--- src/ttd_pkg.sv ---
// Purpose: constants for the transmit descriptor-phase host controller
// Assumes: one application clock, header bus bit 127 is byte 0 msb
// Notes:   header field positions are bit indices on the 128-bit bus
package ttd_pkg;
  // ==========================================================
  // widths
  localparam int DESC_W     = 128;
  localparam int DATA_W     = 64;
  localparam int MAX_VC     = 4;
  localparam int LEN_W      = 10;
  // ==========================================================
  // header bus fields
  localparam int BIT_WITH_DATA  = 126;
  localparam int FMT_HI         = 126;
  localparam int FMT_LO         = 125;
  localparam int FMT_4DW_BIT    = 125;
  localparam int LEN_HI         = 105;
  localparam int LEN_LO         = 96;
  localparam int ALIGN_BIT_64   = 2;
  localparam int ALIGN_BIT_32   = 34;
  // ==========================================================
  // software port
  localparam logic [3:0] ADDR_CTRL   = 4'h0;
  localparam logic [3:0] ADDR_STATUS = 4'h1;
  localparam logic [3:0] ADDR_DATA   = 4'h2;
  localparam logic [3:0] ADDR_HDR0   = 4'h4;
  localparam logic [3:0] ADDR_CNT    = 4'h8;
  localparam logic [31:0] RESET_WORD = 32'h0000_0000;
  // ==========================================================
  typedef enum logic [1:0] {
    TTD_IDLE = 2'b00,
    TTD_REQ  = 2'b01,
    TTD_DATA = 2'b11
  } ttd_state_t;
endpackage : ttd_pkg

--- src/ttd_host.sv ---
// Purpose: application-side driver of the transmit descriptor and data phases
// Assumes: software loads header words, then payload words, then starts
// Notes:   one channel per instance; payload held as dword array
//
// Implementation choices: the plain strobed port and the register addresses.
`timescale 1ns/1ps
module ttd_host #(
  parameter int VC_INDEX  = 0,
  parameter int MAX_DWORD = 16
) (
  input  wire logic          ref_clk_i,   // application clock
  input  wire logic          reset_i,     // sync reset, high
  input  wire logic [3:0]    addr_i,      // software address
  input  wire logic [31:0]   wdata_i,     // software write data
  input  wire logic          wr_i,        // write strobe
  input  wire logic          rd_i,        // read strobe
  output logic      [31:0]   rdata_o,     // read data, next cycle
  output logic      [127:0]  tx_desc_o,   // header bus
  output logic               tx_req_o,    // transmit request
  input  wire logic          tx_ack_i,    // device acknowledge
  output logic      [63:0]   tx_data_o,   // payload bus
  output logic               payload_frame_o, // payload framing
  output logic               payload_valid_o, // payload valid
  input  wire logic          payload_wait_state_i // device wait state
);
  initial begin
    if (VC_INDEX < 0 || VC_INDEX >= ttd_pkg::MAX_VC) $error("bad channel index");
    if (MAX_DWORD < 2 || MAX_DWORD > 1024) $error("bad payload depth");
    // the paired read wraps the word index, so the store must be a power of two
    if (MAX_DWORD != (1 << $clog2(MAX_DWORD))) $error("payload depth not a power of two");
  end
  localparam int PW = $clog2(MAX_DWORD);

  // ==========================================================
  // device handshake inputs
  // same clock as the core, so no synchroniser: any delay here would keep
  // the request up past the acknowledge and the header would go out twice
  logic       ack;
  logic       ws;
  assign ack = tx_ack_i;
  assign ws  = payload_wait_state_i;

  // ==========================================================
  // header fields
  function automatic logic [7:0] hdr_byte(input logic [127:0] h, input int n);
    hdr_byte = h[127-8*n -: 8];
  endfunction : hdr_byte

  // header word n, word 0 holding bytes 0 to 3
  function automatic logic [31:0] hdr_word(input logic [127:0] h, input logic [1:0] n);
    hdr_word = h[127-32*n -: 32];
  endfunction : hdr_word

  function automatic logic is_hdr_addr(input logic [3:0] a);
    is_hdr_addr = ((a & 4'hC) == ttd_pkg::ADDR_HDR0);
  endfunction : is_hdr_addr

  logic [127:0] hdr;
  logic [31:0]  pay [MAX_DWORD];
  logic [PW:0]  pay_wr;
  logic         with_data;
  logic         four_dw;
  logic         align_hi;
  logic [9:0]   len;
  logic [7:0]   byte0;
  assign with_data = hdr[ttd_pkg::BIT_WITH_DATA];
  assign four_dw   = hdr[ttd_pkg::FMT_4DW_BIT];
  assign align_hi  = four_dw ? hdr[ttd_pkg::ALIGN_BIT_64]
                             : hdr[ttd_pkg::ALIGN_BIT_32];
  assign len       = hdr[ttd_pkg::LEN_HI:ttd_pkg::LEN_LO];
  assign byte0     = hdr_byte(hdr, 0);

  // ==========================================================
  // transfer engine
  ttd_pkg::ttd_state_t state;
  ttd_pkg::ttd_state_t next_state;
  logic [127:0] next_hdr;
  logic [PW:0]  next_pay_wr;
  logic [PW:0]  rd_ptr;
  logic [PW:0]  next_rd_ptr;
  logic [10:0]  left;
  logic [10:0]  next_left;
  logic         acked;
  logic         next_acked;
  logic         slot_hi;
  logic         next_slot_hi;
  logic [63:0]  data_q;
  logic [63:0]  next_data_q;
  logic         dv;
  logic         next_dv;
  logic         frame;
  logic         next_frame;
  logic         again;
  logic         next_again;
  logic [15:0]  sent;
  logic [15:0]  next_sent;
  logic         start;
  logic         last_phase;
  logic [PW-1:0] rp;

  assign start = wr_i && (addr_i == ttd_pkg::ADDR_CTRL) && wdata_i[0]
                 && (state == ttd_pkg::TTD_IDLE);
  assign rp    = rd_ptr[PW-1:0];
  // last phase: remaining dwords fit in the current beat
  assign last_phase = (left <= (slot_hi ? 11'h001 : 11'h002));

  always_comb begin
    next_state   = state;
    next_hdr     = hdr;
    next_pay_wr  = pay_wr;
    next_rd_ptr  = rd_ptr;
    next_left    = left;
    next_acked   = acked;
    next_slot_hi = slot_hi;
    next_data_q  = data_q;
    // a beat refused by a wait state stays up in every state
    next_dv      = dv && ws;
    next_frame   = frame;
    next_again   = again;
    next_sent    = sent;
    if (wr_i && is_hdr_addr(addr_i) && state == ttd_pkg::TTD_IDLE) begin
      next_hdr[127-32*addr_i[1:0] -: 32] = wdata_i;
    end
    if (wr_i && addr_i == ttd_pkg::ADDR_DATA && pay_wr <= (PW+1)'(MAX_DWORD - 1)
        && state == ttd_pkg::TTD_IDLE) begin
      next_pay_wr = pay_wr + 1'b1;
    end
    case (state)
      ttd_pkg::TTD_IDLE: begin
        if (start) begin
          next_state   = ttd_pkg::TTD_REQ;
          next_again   = wdata_i[1];
          next_rd_ptr  = '0;
          next_left    = (len == 10'h000) ? 11'h400 : {1'b0, len};
          next_slot_hi = align_hi;
          next_acked   = 1'b0;
          next_frame   = with_data;
        end
      end
      ttd_pkg::TTD_REQ: begin
        if (ack) begin
          next_sent = sent + 1'b1;
          if (with_data) begin
            next_state = ttd_pkg::TTD_DATA;
          end else if (again) begin
            next_state = ttd_pkg::TTD_REQ;
          end else begin
            next_state = ttd_pkg::TTD_IDLE;
          end
        end
      end
      ttd_pkg::TTD_DATA: begin
        // a beat is consumed when valid and no wait state
        if (!(dv && ws)) begin
          next_dv     = 1'b1;
          next_data_q = 64'h0;
          if (slot_hi) begin
            next_data_q[63:32] = pay[rp];
            next_rd_ptr = rd_ptr + 1'b1;
            next_left   = left - 11'h001;
          end else begin
            next_data_q[31:0] = pay[rp];
            if (left > 11'h001) begin
              next_data_q[63:32] = pay[PW'(rp + 1'b1)];
              next_rd_ptr = rd_ptr + 2'h2;
              next_left   = left - 11'h002;
            end else begin
              next_rd_ptr = rd_ptr + 1'b1;
              next_left   = left - 11'h001;
            end
          end
          next_slot_hi = 1'b0;
          if (last_phase) begin
            next_frame = 1'b0;
            next_state = again ? ttd_pkg::TTD_REQ : ttd_pkg::TTD_IDLE;
            next_left  = (len == 10'h000) ? 11'h400 : {1'b0, len};
            next_rd_ptr  = '0;
            next_slot_hi = align_hi;
            if (again) begin
              next_frame = 1'b1;
            end
          end
        end else begin
          next_dv = 1'b1;
        end
      end
      default: next_state = ttd_pkg::TTD_IDLE;
    endcase
    if (wr_i && addr_i == ttd_pkg::ADDR_CTRL && wdata_i[2]) begin
      next_again = 1'b0;
      next_pay_wr = '0;
    end
  end

  always_ff @(posedge ref_clk_i) begin
    if (reset_i) begin
      state   <= ttd_pkg::TTD_IDLE;
      hdr     <= 128'h0;
      pay_wr  <= '0;
      rd_ptr  <= '0;
      left    <= 11'h000;
      acked   <= 1'b0;
      slot_hi <= 1'b0;
      data_q  <= 64'h0;
      dv      <= 1'b0;
      frame   <= 1'b0;
      again   <= 1'b0;
      sent    <= 16'h0000;
    end else begin
      state   <= next_state;
      hdr     <= next_hdr;
      pay_wr  <= next_pay_wr;
      rd_ptr  <= next_rd_ptr;
      left    <= next_left;
      acked   <= next_acked;
      slot_hi <= next_slot_hi;
      data_q  <= next_data_q;
      dv      <= next_dv;
      frame   <= next_frame;
      again   <= next_again;
      sent    <= next_sent;
    end
  end

  // payload memory write, no reset needed for data words
  always_ff @(posedge ref_clk_i) begin
    if (wr_i && addr_i == ttd_pkg::ADDR_DATA && state == ttd_pkg::TTD_IDLE
        && pay_wr <= (PW+1)'(MAX_DWORD - 1)) begin
      pay[pay_wr[PW-1:0]] <= wdata_i;
    end
  end

  // ==========================================================
  // outputs
  assign tx_desc_o       = hdr;
  assign tx_req_o        = (state == ttd_pkg::TTD_REQ);
  assign tx_data_o       = data_q;
  assign payload_valid_o = dv;
  assign payload_frame_o = frame;

  // ==========================================================
  // software read port
  logic [31:0] rdata;
  logic [31:0] next_rdata;
  always_comb begin
    next_rdata = ttd_pkg::RESET_WORD;
    if (rd_i) begin
      case (addr_i)
        ttd_pkg::ADDR_STATUS: next_rdata = {22'h0, byte0, again,
                                            state != ttd_pkg::TTD_IDLE};
        ttd_pkg::ADDR_CNT:    next_rdata = {16'h0, sent};
        default: begin
          if (is_hdr_addr(addr_i)) begin
            next_rdata = hdr_word(hdr, addr_i[1:0]);
          end
        end
      endcase
    end
  end
  always_ff @(posedge ref_clk_i) begin
    if (reset_i) begin
      rdata <= ttd_pkg::RESET_WORD;
    end else begin
      rdata <= next_rdata;
    end
  end
  assign rdata_o = rdata;
endmodule : ttd_host

--- config.mk ---
export PLATFORM = sky130hd
export DESIGN_NAME = ttd_host
export DESIGN_NICKNAME = d
export VERILOG_FILES = /design/src/ttd_pkg.sv /design/src/ttd_host.sv
export SDC_FILE = /design/constraint.sdc
export NUM_CORES = 1
export LEC_CHECK = 0
export BUFFER_PORTS_ARGS = -buffer_cell sky130_fd_sc_hd__buf_2
export CORE_AREA = 10 10 274 342
export CTS_BUF_LIST = sky130_fd_sc_hd__clkbuf_4
export DETAILED_ROUTE_END_ITERATION = 8
export DIE_AREA = 0 0 284 352
export PLACE_DENSITY = 0.65
export RECOVER_POWER = 50
export SYNTH_ARGS = -nofsm -noshare
export SYNTH_HDL_FRONTEND = slang
export SYNTH_SLANG_ARGS = --single-unit
--- constraint.sdc ---
create_clock -name ref_clk_i -period 9.8 [get_ports ref_clk_i]
set_input_delay 0.98 -clock ref_clk_i [delete_from_list [all_inputs] [get_ports ref_clk_i]]
set_output_delay 0.98 -clock ref_clk_i [all_outputs]
set_load 0.005 [all_outputs]
==> flow_metrics.py, run 1 <==
metrics = {
    "grt": {
        "grt.met1_usage_pct": 24.9,
        "met2_usage_pct": 34.3,
        "grt_busiest_layer": "met2",
        "grt_overflow_total": 0,
        "use_met3_pct": 5.61,
        "grt_pass1_wl_mm": 156,
        "grt_max_degree": 88,
        "grt_pass1_vias": 24300,
        "grtUsageTotal_pct": 20.5,
        "grt_antenna_before_repair": 3,
    },
    "floorplanning": {
        "fp.coreArea_um2": 86700,
        "initial_core_util_pct": 39.8,
        "fp.dieW_um": 284,
        "rows": 121,
        "fp.dieH_um": 352,
        "dieArea_um2": 100000,
        "io_pins": 269,
    },
    "timing": {
        "fin_worst_skew_ns": 0.0527,
        "clock.fmax_mhz": 176,
        "setup_viol": 0,
        "whs_ns": 0.368,
        "hold_viol_final": 0,
        "rsz0062_at_grt": "false",
        "final.setup.tns_ns": 0,
        "fin_ws_ns": 4.12,
        "min_period_ns": 5.68,
        "post-route-period-util_pct": 58.0,
        "finalMaxSlewViolations": 265,
        "worst_pin_slew_ns": 3.79,
        "slew_headroom_pct": -153,
    },
    "clock_tree": {
        "cts_setup_buffers": 0,
        "path_clk_slew_ns": 0.07,
        "cts_repair_resize_count": 0,
        "h-tree-depth": 4,
        "clock_latency_ns": 1.06,
        "cts_buffer_depth": 3,
        "cts_buffers": 186,
        "cts-root-buf": "clkbuf_4",
        "cts.sinks": 782,
        "holdBufCountCts": 0,
        "cts_tree": "done",
    },
    "logic_synthesis": {
        "synth_warnings": 0,
        "muxShareOfSynthArea_pct": 22.0,
        "synth_compound_area_share_pct": 7.58,
        "netlist_area_um2": 34500,
        "synthAdderAreaFrac_pct": 0.616,
        "syn_nets": 2412,
        "syn_avg_cell_area_um2": 14.7,
        "async_flop_share_pct": 0,
        "synthSimpleGateAreaFrac_pct": 6.93,
        "synth_edf_count": 512,
        "synth_top_family_by_area": "multiplexers",
        "synth_xor_xnor_area_share_pct": 0.431,
        "ys_seq_area_share_pct": 60.2,
        "yosysUniqueCellTypes": 61,
        "synth_ff_type": "edfxtp_1",
        "ys_ff_latch": 782,
        "synthesis.instances": 2353,
    },
    "finish": {
        "utilization_pct": 45.5,
        "final_common_cell": "edfxtp_1",
        "most-common-layout-cells": "edfxtp_1 (512), nand2_1 (317), mux4_2 (288)",
        "fill_cells": 7599,
        "final_nets": 2734,
        "multi_input_area_um2": 13100,
        "area_growth_pct": 14.3,
        "seqCellArea_um2": 20800,
        "drive_gt1_share_pct": 30.0,
    },
    "worst_setup_path": {
        "worstRegToRegCells": 7,
        "critPathLaunchType": "input pin",
        "worst_ep_arrival_time_ns": 6.49,
        "cp_max_fo": 87,
        "startpoint": "reset_i",
        "reg2reg_from": "rd_ptr[0]",
        "path_class": "input pin to register",
        "r2r_end": "tx_data_o[62]",
        "rrSetupSlack_ns": 5.57,
        "required_ns": 10.61,
        "endpoint_kind": "register",
    },
    "pwr": {
        "p_leak_nw": 12.6,
        "ir_drop_mv": 0.0925,
        "power_density_nw_per_um2": 165,
    },
    "placement": {
        "dp_slack_ns": 5.40,
        "place.port_buffers": 268,
        "gp_congestion": 0.835,
        "place_hpwl_mm": 63.8,
    },
    "routing": {
        "drc": 7,
        "vias": 23200,
        "finalWirelength_mm": 105,
        "wl_per_cell_um": 26.2,
        "ant_nets": 0,
        "viasPerCell": 5.81,
        "dr.pass1.iters": 9,
        "drtIter0Drc": 2124,
    },
    "worst_hold_path": {
        "hold_path_depth": 3,
        "min_to": "payload_valid_o",
        "min-delay-start": "payload_wait_state_i",
        "hold_path.class": "input pin to register",
    },
    "outcome": {
        "status": "complete, but fails checks",
        "violations": "DRC, capacitance limit, slew limit",
    },
    "flow_run": {
        "cap_viol_max_count": 7,
    },
}
-- area by class of cell --
class / count / share of cell area [%]
flip-flops and latches: 782 / 52.7
multi-input cells: 1378 / 33.3
clock buffers: 271 / 5.16
repair buffers: 313 / 3.85
well taps: 1168 / 3.70
clock inverters: 71 / 1.15
inverters: 14 / 0.133
diodes: 1 / 0.00634
-- report_power, final --
group	internal (mW)	switching, mW	leakage, nW
Clock	1.43	1.32	1.47
Combinational	0.0604	0.158	4.35
Sequential	3.52	0.0154	6.78
-- layer usage --
metal | vias to the layer above | wire [um]
met1 | 11900 | 40200
met3 | 190 | 8790
met4 | 0 | 3220
met5 | - | 0
met2 | 1155 | 52400
li1 | 9972 | -
-- worst max-delay path by stage --
stage                    end  cells past startpoint
6_report        tx_data_o[8]                      5
5_1_grt        tx_data_o[25]                      5
4_1_cts        tx_data_o[62]                      7
3_5_place_dp   tx_data_o[62]                      7
3_3_place_gp   tx_data_o[62]                      7
2_1_floorplan      pay[3][0]                      6
-- worst max-delay path: stages --
cell	delay (ns)
buf_4	0.69
clkbuf_1	2.72
or3_1	0.30
clkbuf_1	1.46
o21ai_0	0.28
-- logic make-up after synthesis --
logic type      after synthesis
compound gates              408
xor+xnor                     17
fa+ha+maj                    17
buf+inv                     193
flops                       782
mux                         393
simple gates                543
-- per-stage QoR --
stage               cell area [um2]  std cells  total power, mW
floorplan                     34500       2353             3.72
global placement              37100       3655             3.81
detailed placement            37100       3655             3.82
CTS                           39600       3997             6.57
global route                  39500       3998             6.77
finish                        39500       3998             6.51
-- sequential cells by signal (all words and copies together) (netlist names), named ones only --
| register | cells |
|---|---|
| sent | 16 |
| tx_desc_o | 128 |
| left | 11 |
| pay | 512 |
| rd_ptr | 4 |
| slot_hi | 1 |
| payload_frame_o | 1 |
| payload_valid_o | 1 |
| again | 1 |
| tx_data_o | 64 |
| state | 2 |
| pay_wr | 5 |
| rdata_o | 32 |
-- synth_stat cells (all sizes together) (7+ instances only) --
library cell	count	area, um2
a211o	34	298
a211oi	40	313
a21oi	180	901
a222oi	10	100
a22oi	32	240
and2	20	125
and3	8	50.1
buf	65	302
clkbuf	114	428
dfxtp	270	5410
edfxtp	512	15400
ha	17	213
inv	14	52.6
mux2	34	383
mux2i	71	711
mux4	288	6490
nand2	317	1190
nand2b	7	43.8
nand3	8	40.0
nand4	10	62.6
nor2	93	357
nor2b	39	244
nor3	13	70.1
o211ai	32	240
o21ai	48	240
or3	7	43.8
xor2	11	96.3
No activity file was read; power rests on OpenSTA's default activity.
==> run 2, diff against run 1 <==
Settings changed: PLACE_DENSITY 0.65 to 0.67.
Clock period 9.8 ns to 4.6 ns, I/O delays scaled along.
==> run 2 against run 1 <==
Against the previous run: setup slack lost 2.7 ns; global-route usage decreased by 0.27 points; power up 110%; core utilization increased by 0.56 points; clock power increased by 110%; cell count grew 1.4%; the flow finishes with violations (capacitance limit, slew limit); cell area rose by 1.2%; largest cell class unchanged; die area unchanged; via count up 2.3%.
==> flow_metrics.py, run 2 (synthesis results as in run 1) <==
metrics = {
    "routing": {
        "drtIter0Drc": 2269,
        "finalWirelength_mm": 104,
        "wl_per_cell_um": 25.6,
        "drc": 0,
        "vias": 23800,
        "dr.pass1.iters": 8,
        "viasPerCell": 5.86,
        "ant_nets": 0,
    },
    "floorplanning": {
        "fp.dieW_um": 284,
        "dieArea_um2": 100000,
        "initial_core_util_pct": 39.8,
        "fp.dieH_um": 352,
        "fp.coreArea_um2": 86700,
        "rows": 121,
        "io_pins": 269,
    },
    "worst_setup_path": {
        "crit_path_max_incr_delay_ns": 1.48,
        "cp_max_fo": 16,
        "critPathLaunchType": "input pin",
        "required_ns": 5.53,
        "endpoint_kind": "register",
        "critPathTopFamily": "simple AND/OR/NAND/NOR gates",
        "worst-path-buf-inv": 4,
        "path_class": "input pin to register",
        "crit_path_frequent_cell": "clkbuf_1",
        "path_cells": "dlygate4sd3_1 > clkbuf_1 > nand2b_1 > clkbuf_1 > nor3b_1 > clkbuf_1 > and2_0",
        "worst_ep_arrival_time_ns": 4.16,
        "critPathSlowestCell": "nor3b_1",
    },
    "pwr": {
        "p_comb_share_pct": 3.6,
        "seqPwrFrac_pct": 54.8,
        "pwr-share-clk_pct": 41.6,
        "power_switching_mw": 3.17,
        "ir_drop_mv": 0.223,
        "p_leak_nw": 12.4,
        "power_density_nw_per_um2": 344,
        "intPower_mw": 10.6,
        "switching_share_pct": 23.1,
    },
    "clock_tree": {
        "cts_repair_resize_count": 0,
        "clock_latency_ns": 1.04,
        "cts_buffer_depth": 3,
        "cts.sinks": 782,
        "cts_setup_buffers": 0,
        "cts_tree": "done",
        "holdBufCountCts": 41,
        "h-tree-depth": 4,
        "path_clk_slew_ns": 0.06,
        "cts-root-buf": "clkbuf_4",
        "cts_buffers": 186,
    },
    "grt": {
        "grtUsageTotal_pct": 20.2,
        "grt_pass1_vias": 24500,
        "grt_pass1_wl_mm": 155,
        "grt_overflow_total": 0,
        "grt_antenna_before_repair": 4,
        "grt_max_degree": 133,
    },
    "timing": {
        "clock.fmax_mhz": 310,
        "min_period_ns": 3.23,
        "final.setup.tns_ns": 0,
        "setup_viol": 0,
        "fin_worst_skew_ns": 0.0625,
        "finalMaxSlewViolations": 8,
        "post-route-period-util_pct": 70.1,
        "rsz0062_at_grt": "false",
        "fin_ws_ns": 1.37,
        "slew_headroom_pct": -19.6,
        "hold_viol_final": 0,
        "worst_pin_slew_ns": 1.79,
    },
    "placement": {
        "place.port_buffers": 268,
        "dp_slack_ns": 1.60,
        "gp_congestion": 0.862,
        "place_hpwl_mm": 66.7,
    },
    "worst_hold_path": {
        "hold_path.class": "input pin to register",
    },
    "flow_run": {
        "cap_viol_max_count": 1,
    },
    "finish": {
        "final_common_cell": "edfxtp_1",
        "final_nets": 2796,
        "fill_cells": 7631,
        "drive_gt1_share_pct": 26.1,
        "most-common-layout-cells": "edfxtp_1 (512), nand2_1 (317), mux4_2 (288)",
        "largest_reg_flops": 512,
        "area_growth_pct": 15.7,
    },
    "outcome": {
        "violations": "capacitance limit, slew limit",
        "status": "complete, but fails checks",
    },
}
[run 2: metrics by stage]
step / instance area (um2) / hold WS, ns / power [mW] / util [%] / cells
6_report: 39900 / 0.424 / 13.7 / 46.0 / 4055
5_1_grt: 39900 / 0.404 / 14.3 / 46.0 / 4054
4_1_cts: 40200 / 0.275 / 13.9 / 46.4 / 4053
3_5_place_dp: 37400 / 0.437 / 8.16 / 43.1 / 3676
3_3_place_gp: 37400 / 0.438 / 8.13 / 43.1 / 3676
2_1_floorplan: 34500 / 0.449 / 7.93 / - / 2353
[run 2: final cells by class]
cell class / instances / area, um2 / area share, %
flip-flops and latches: 782 / 20800 / 52.1
multi-input cells: 1378 / 13100 / 32.9
repair buffers: 375 / 2080 / 5.22
inverters: 14 / 52.6 / 0.132
diodes: 2 / 5.00 / 0.0125
clock inverters: 66 / 382 / 0.956
clock buffers: 270 / 2030 / 5.08
well taps: 1168 / 1460 / 3.66
[run 2: power groups by stage]
stage	logic (mW)	clock network (mW)	registers, mW
4_1_cts	0.507	5.87	7.52
5_1_grt	0.545	6.24	7.53
3_3_place_gp	0.457	0	7.68
2_1_floorplan	0.258	0	7.67
3_5_place_dp	0.477	0	7.68
6_report	0.501	5.72	7.53
[run 2: final timing paths]
| check | depth (start not counted) | startpoint | slack [ns] | end |
|---|---|---|---|---|
| worst max register to register | 7 | rd_ptr[0] | 1.63 | tx_data_o[36] |
| worst min-delay path | 4 | payload_wait_state_i | 0.42 | payload_valid_o |
| worst max-delay path | 7 | reset_i | 1.37 | rdata_o[26] |
| worst min register to register | 2 | tx_data_o[18] | 0.45 | tx_data_o[18] |
[run 2: layer usage]
layer / global-route usage (%) / share of wire [%] / wire (um)
met4: 9.06 / 3.9 / 4060
met5: 0 / 0 / 0
met1: 25.2 / 38 / 39700
met2: 33.4 / 49 / 51100
met3: 4.50 / 8.5 / 8770
[run 2: worst register-to-register path: cells and delay by family, from the launching register on]
family,cells,cell delay (ns)
and+or+nand+nor,1,0.27
AOI/OAI and AO/OA,3,0.47
xor gates and xnor gates,1,0.74
buffers and inverters,2,1.03
DFF,1,0.37
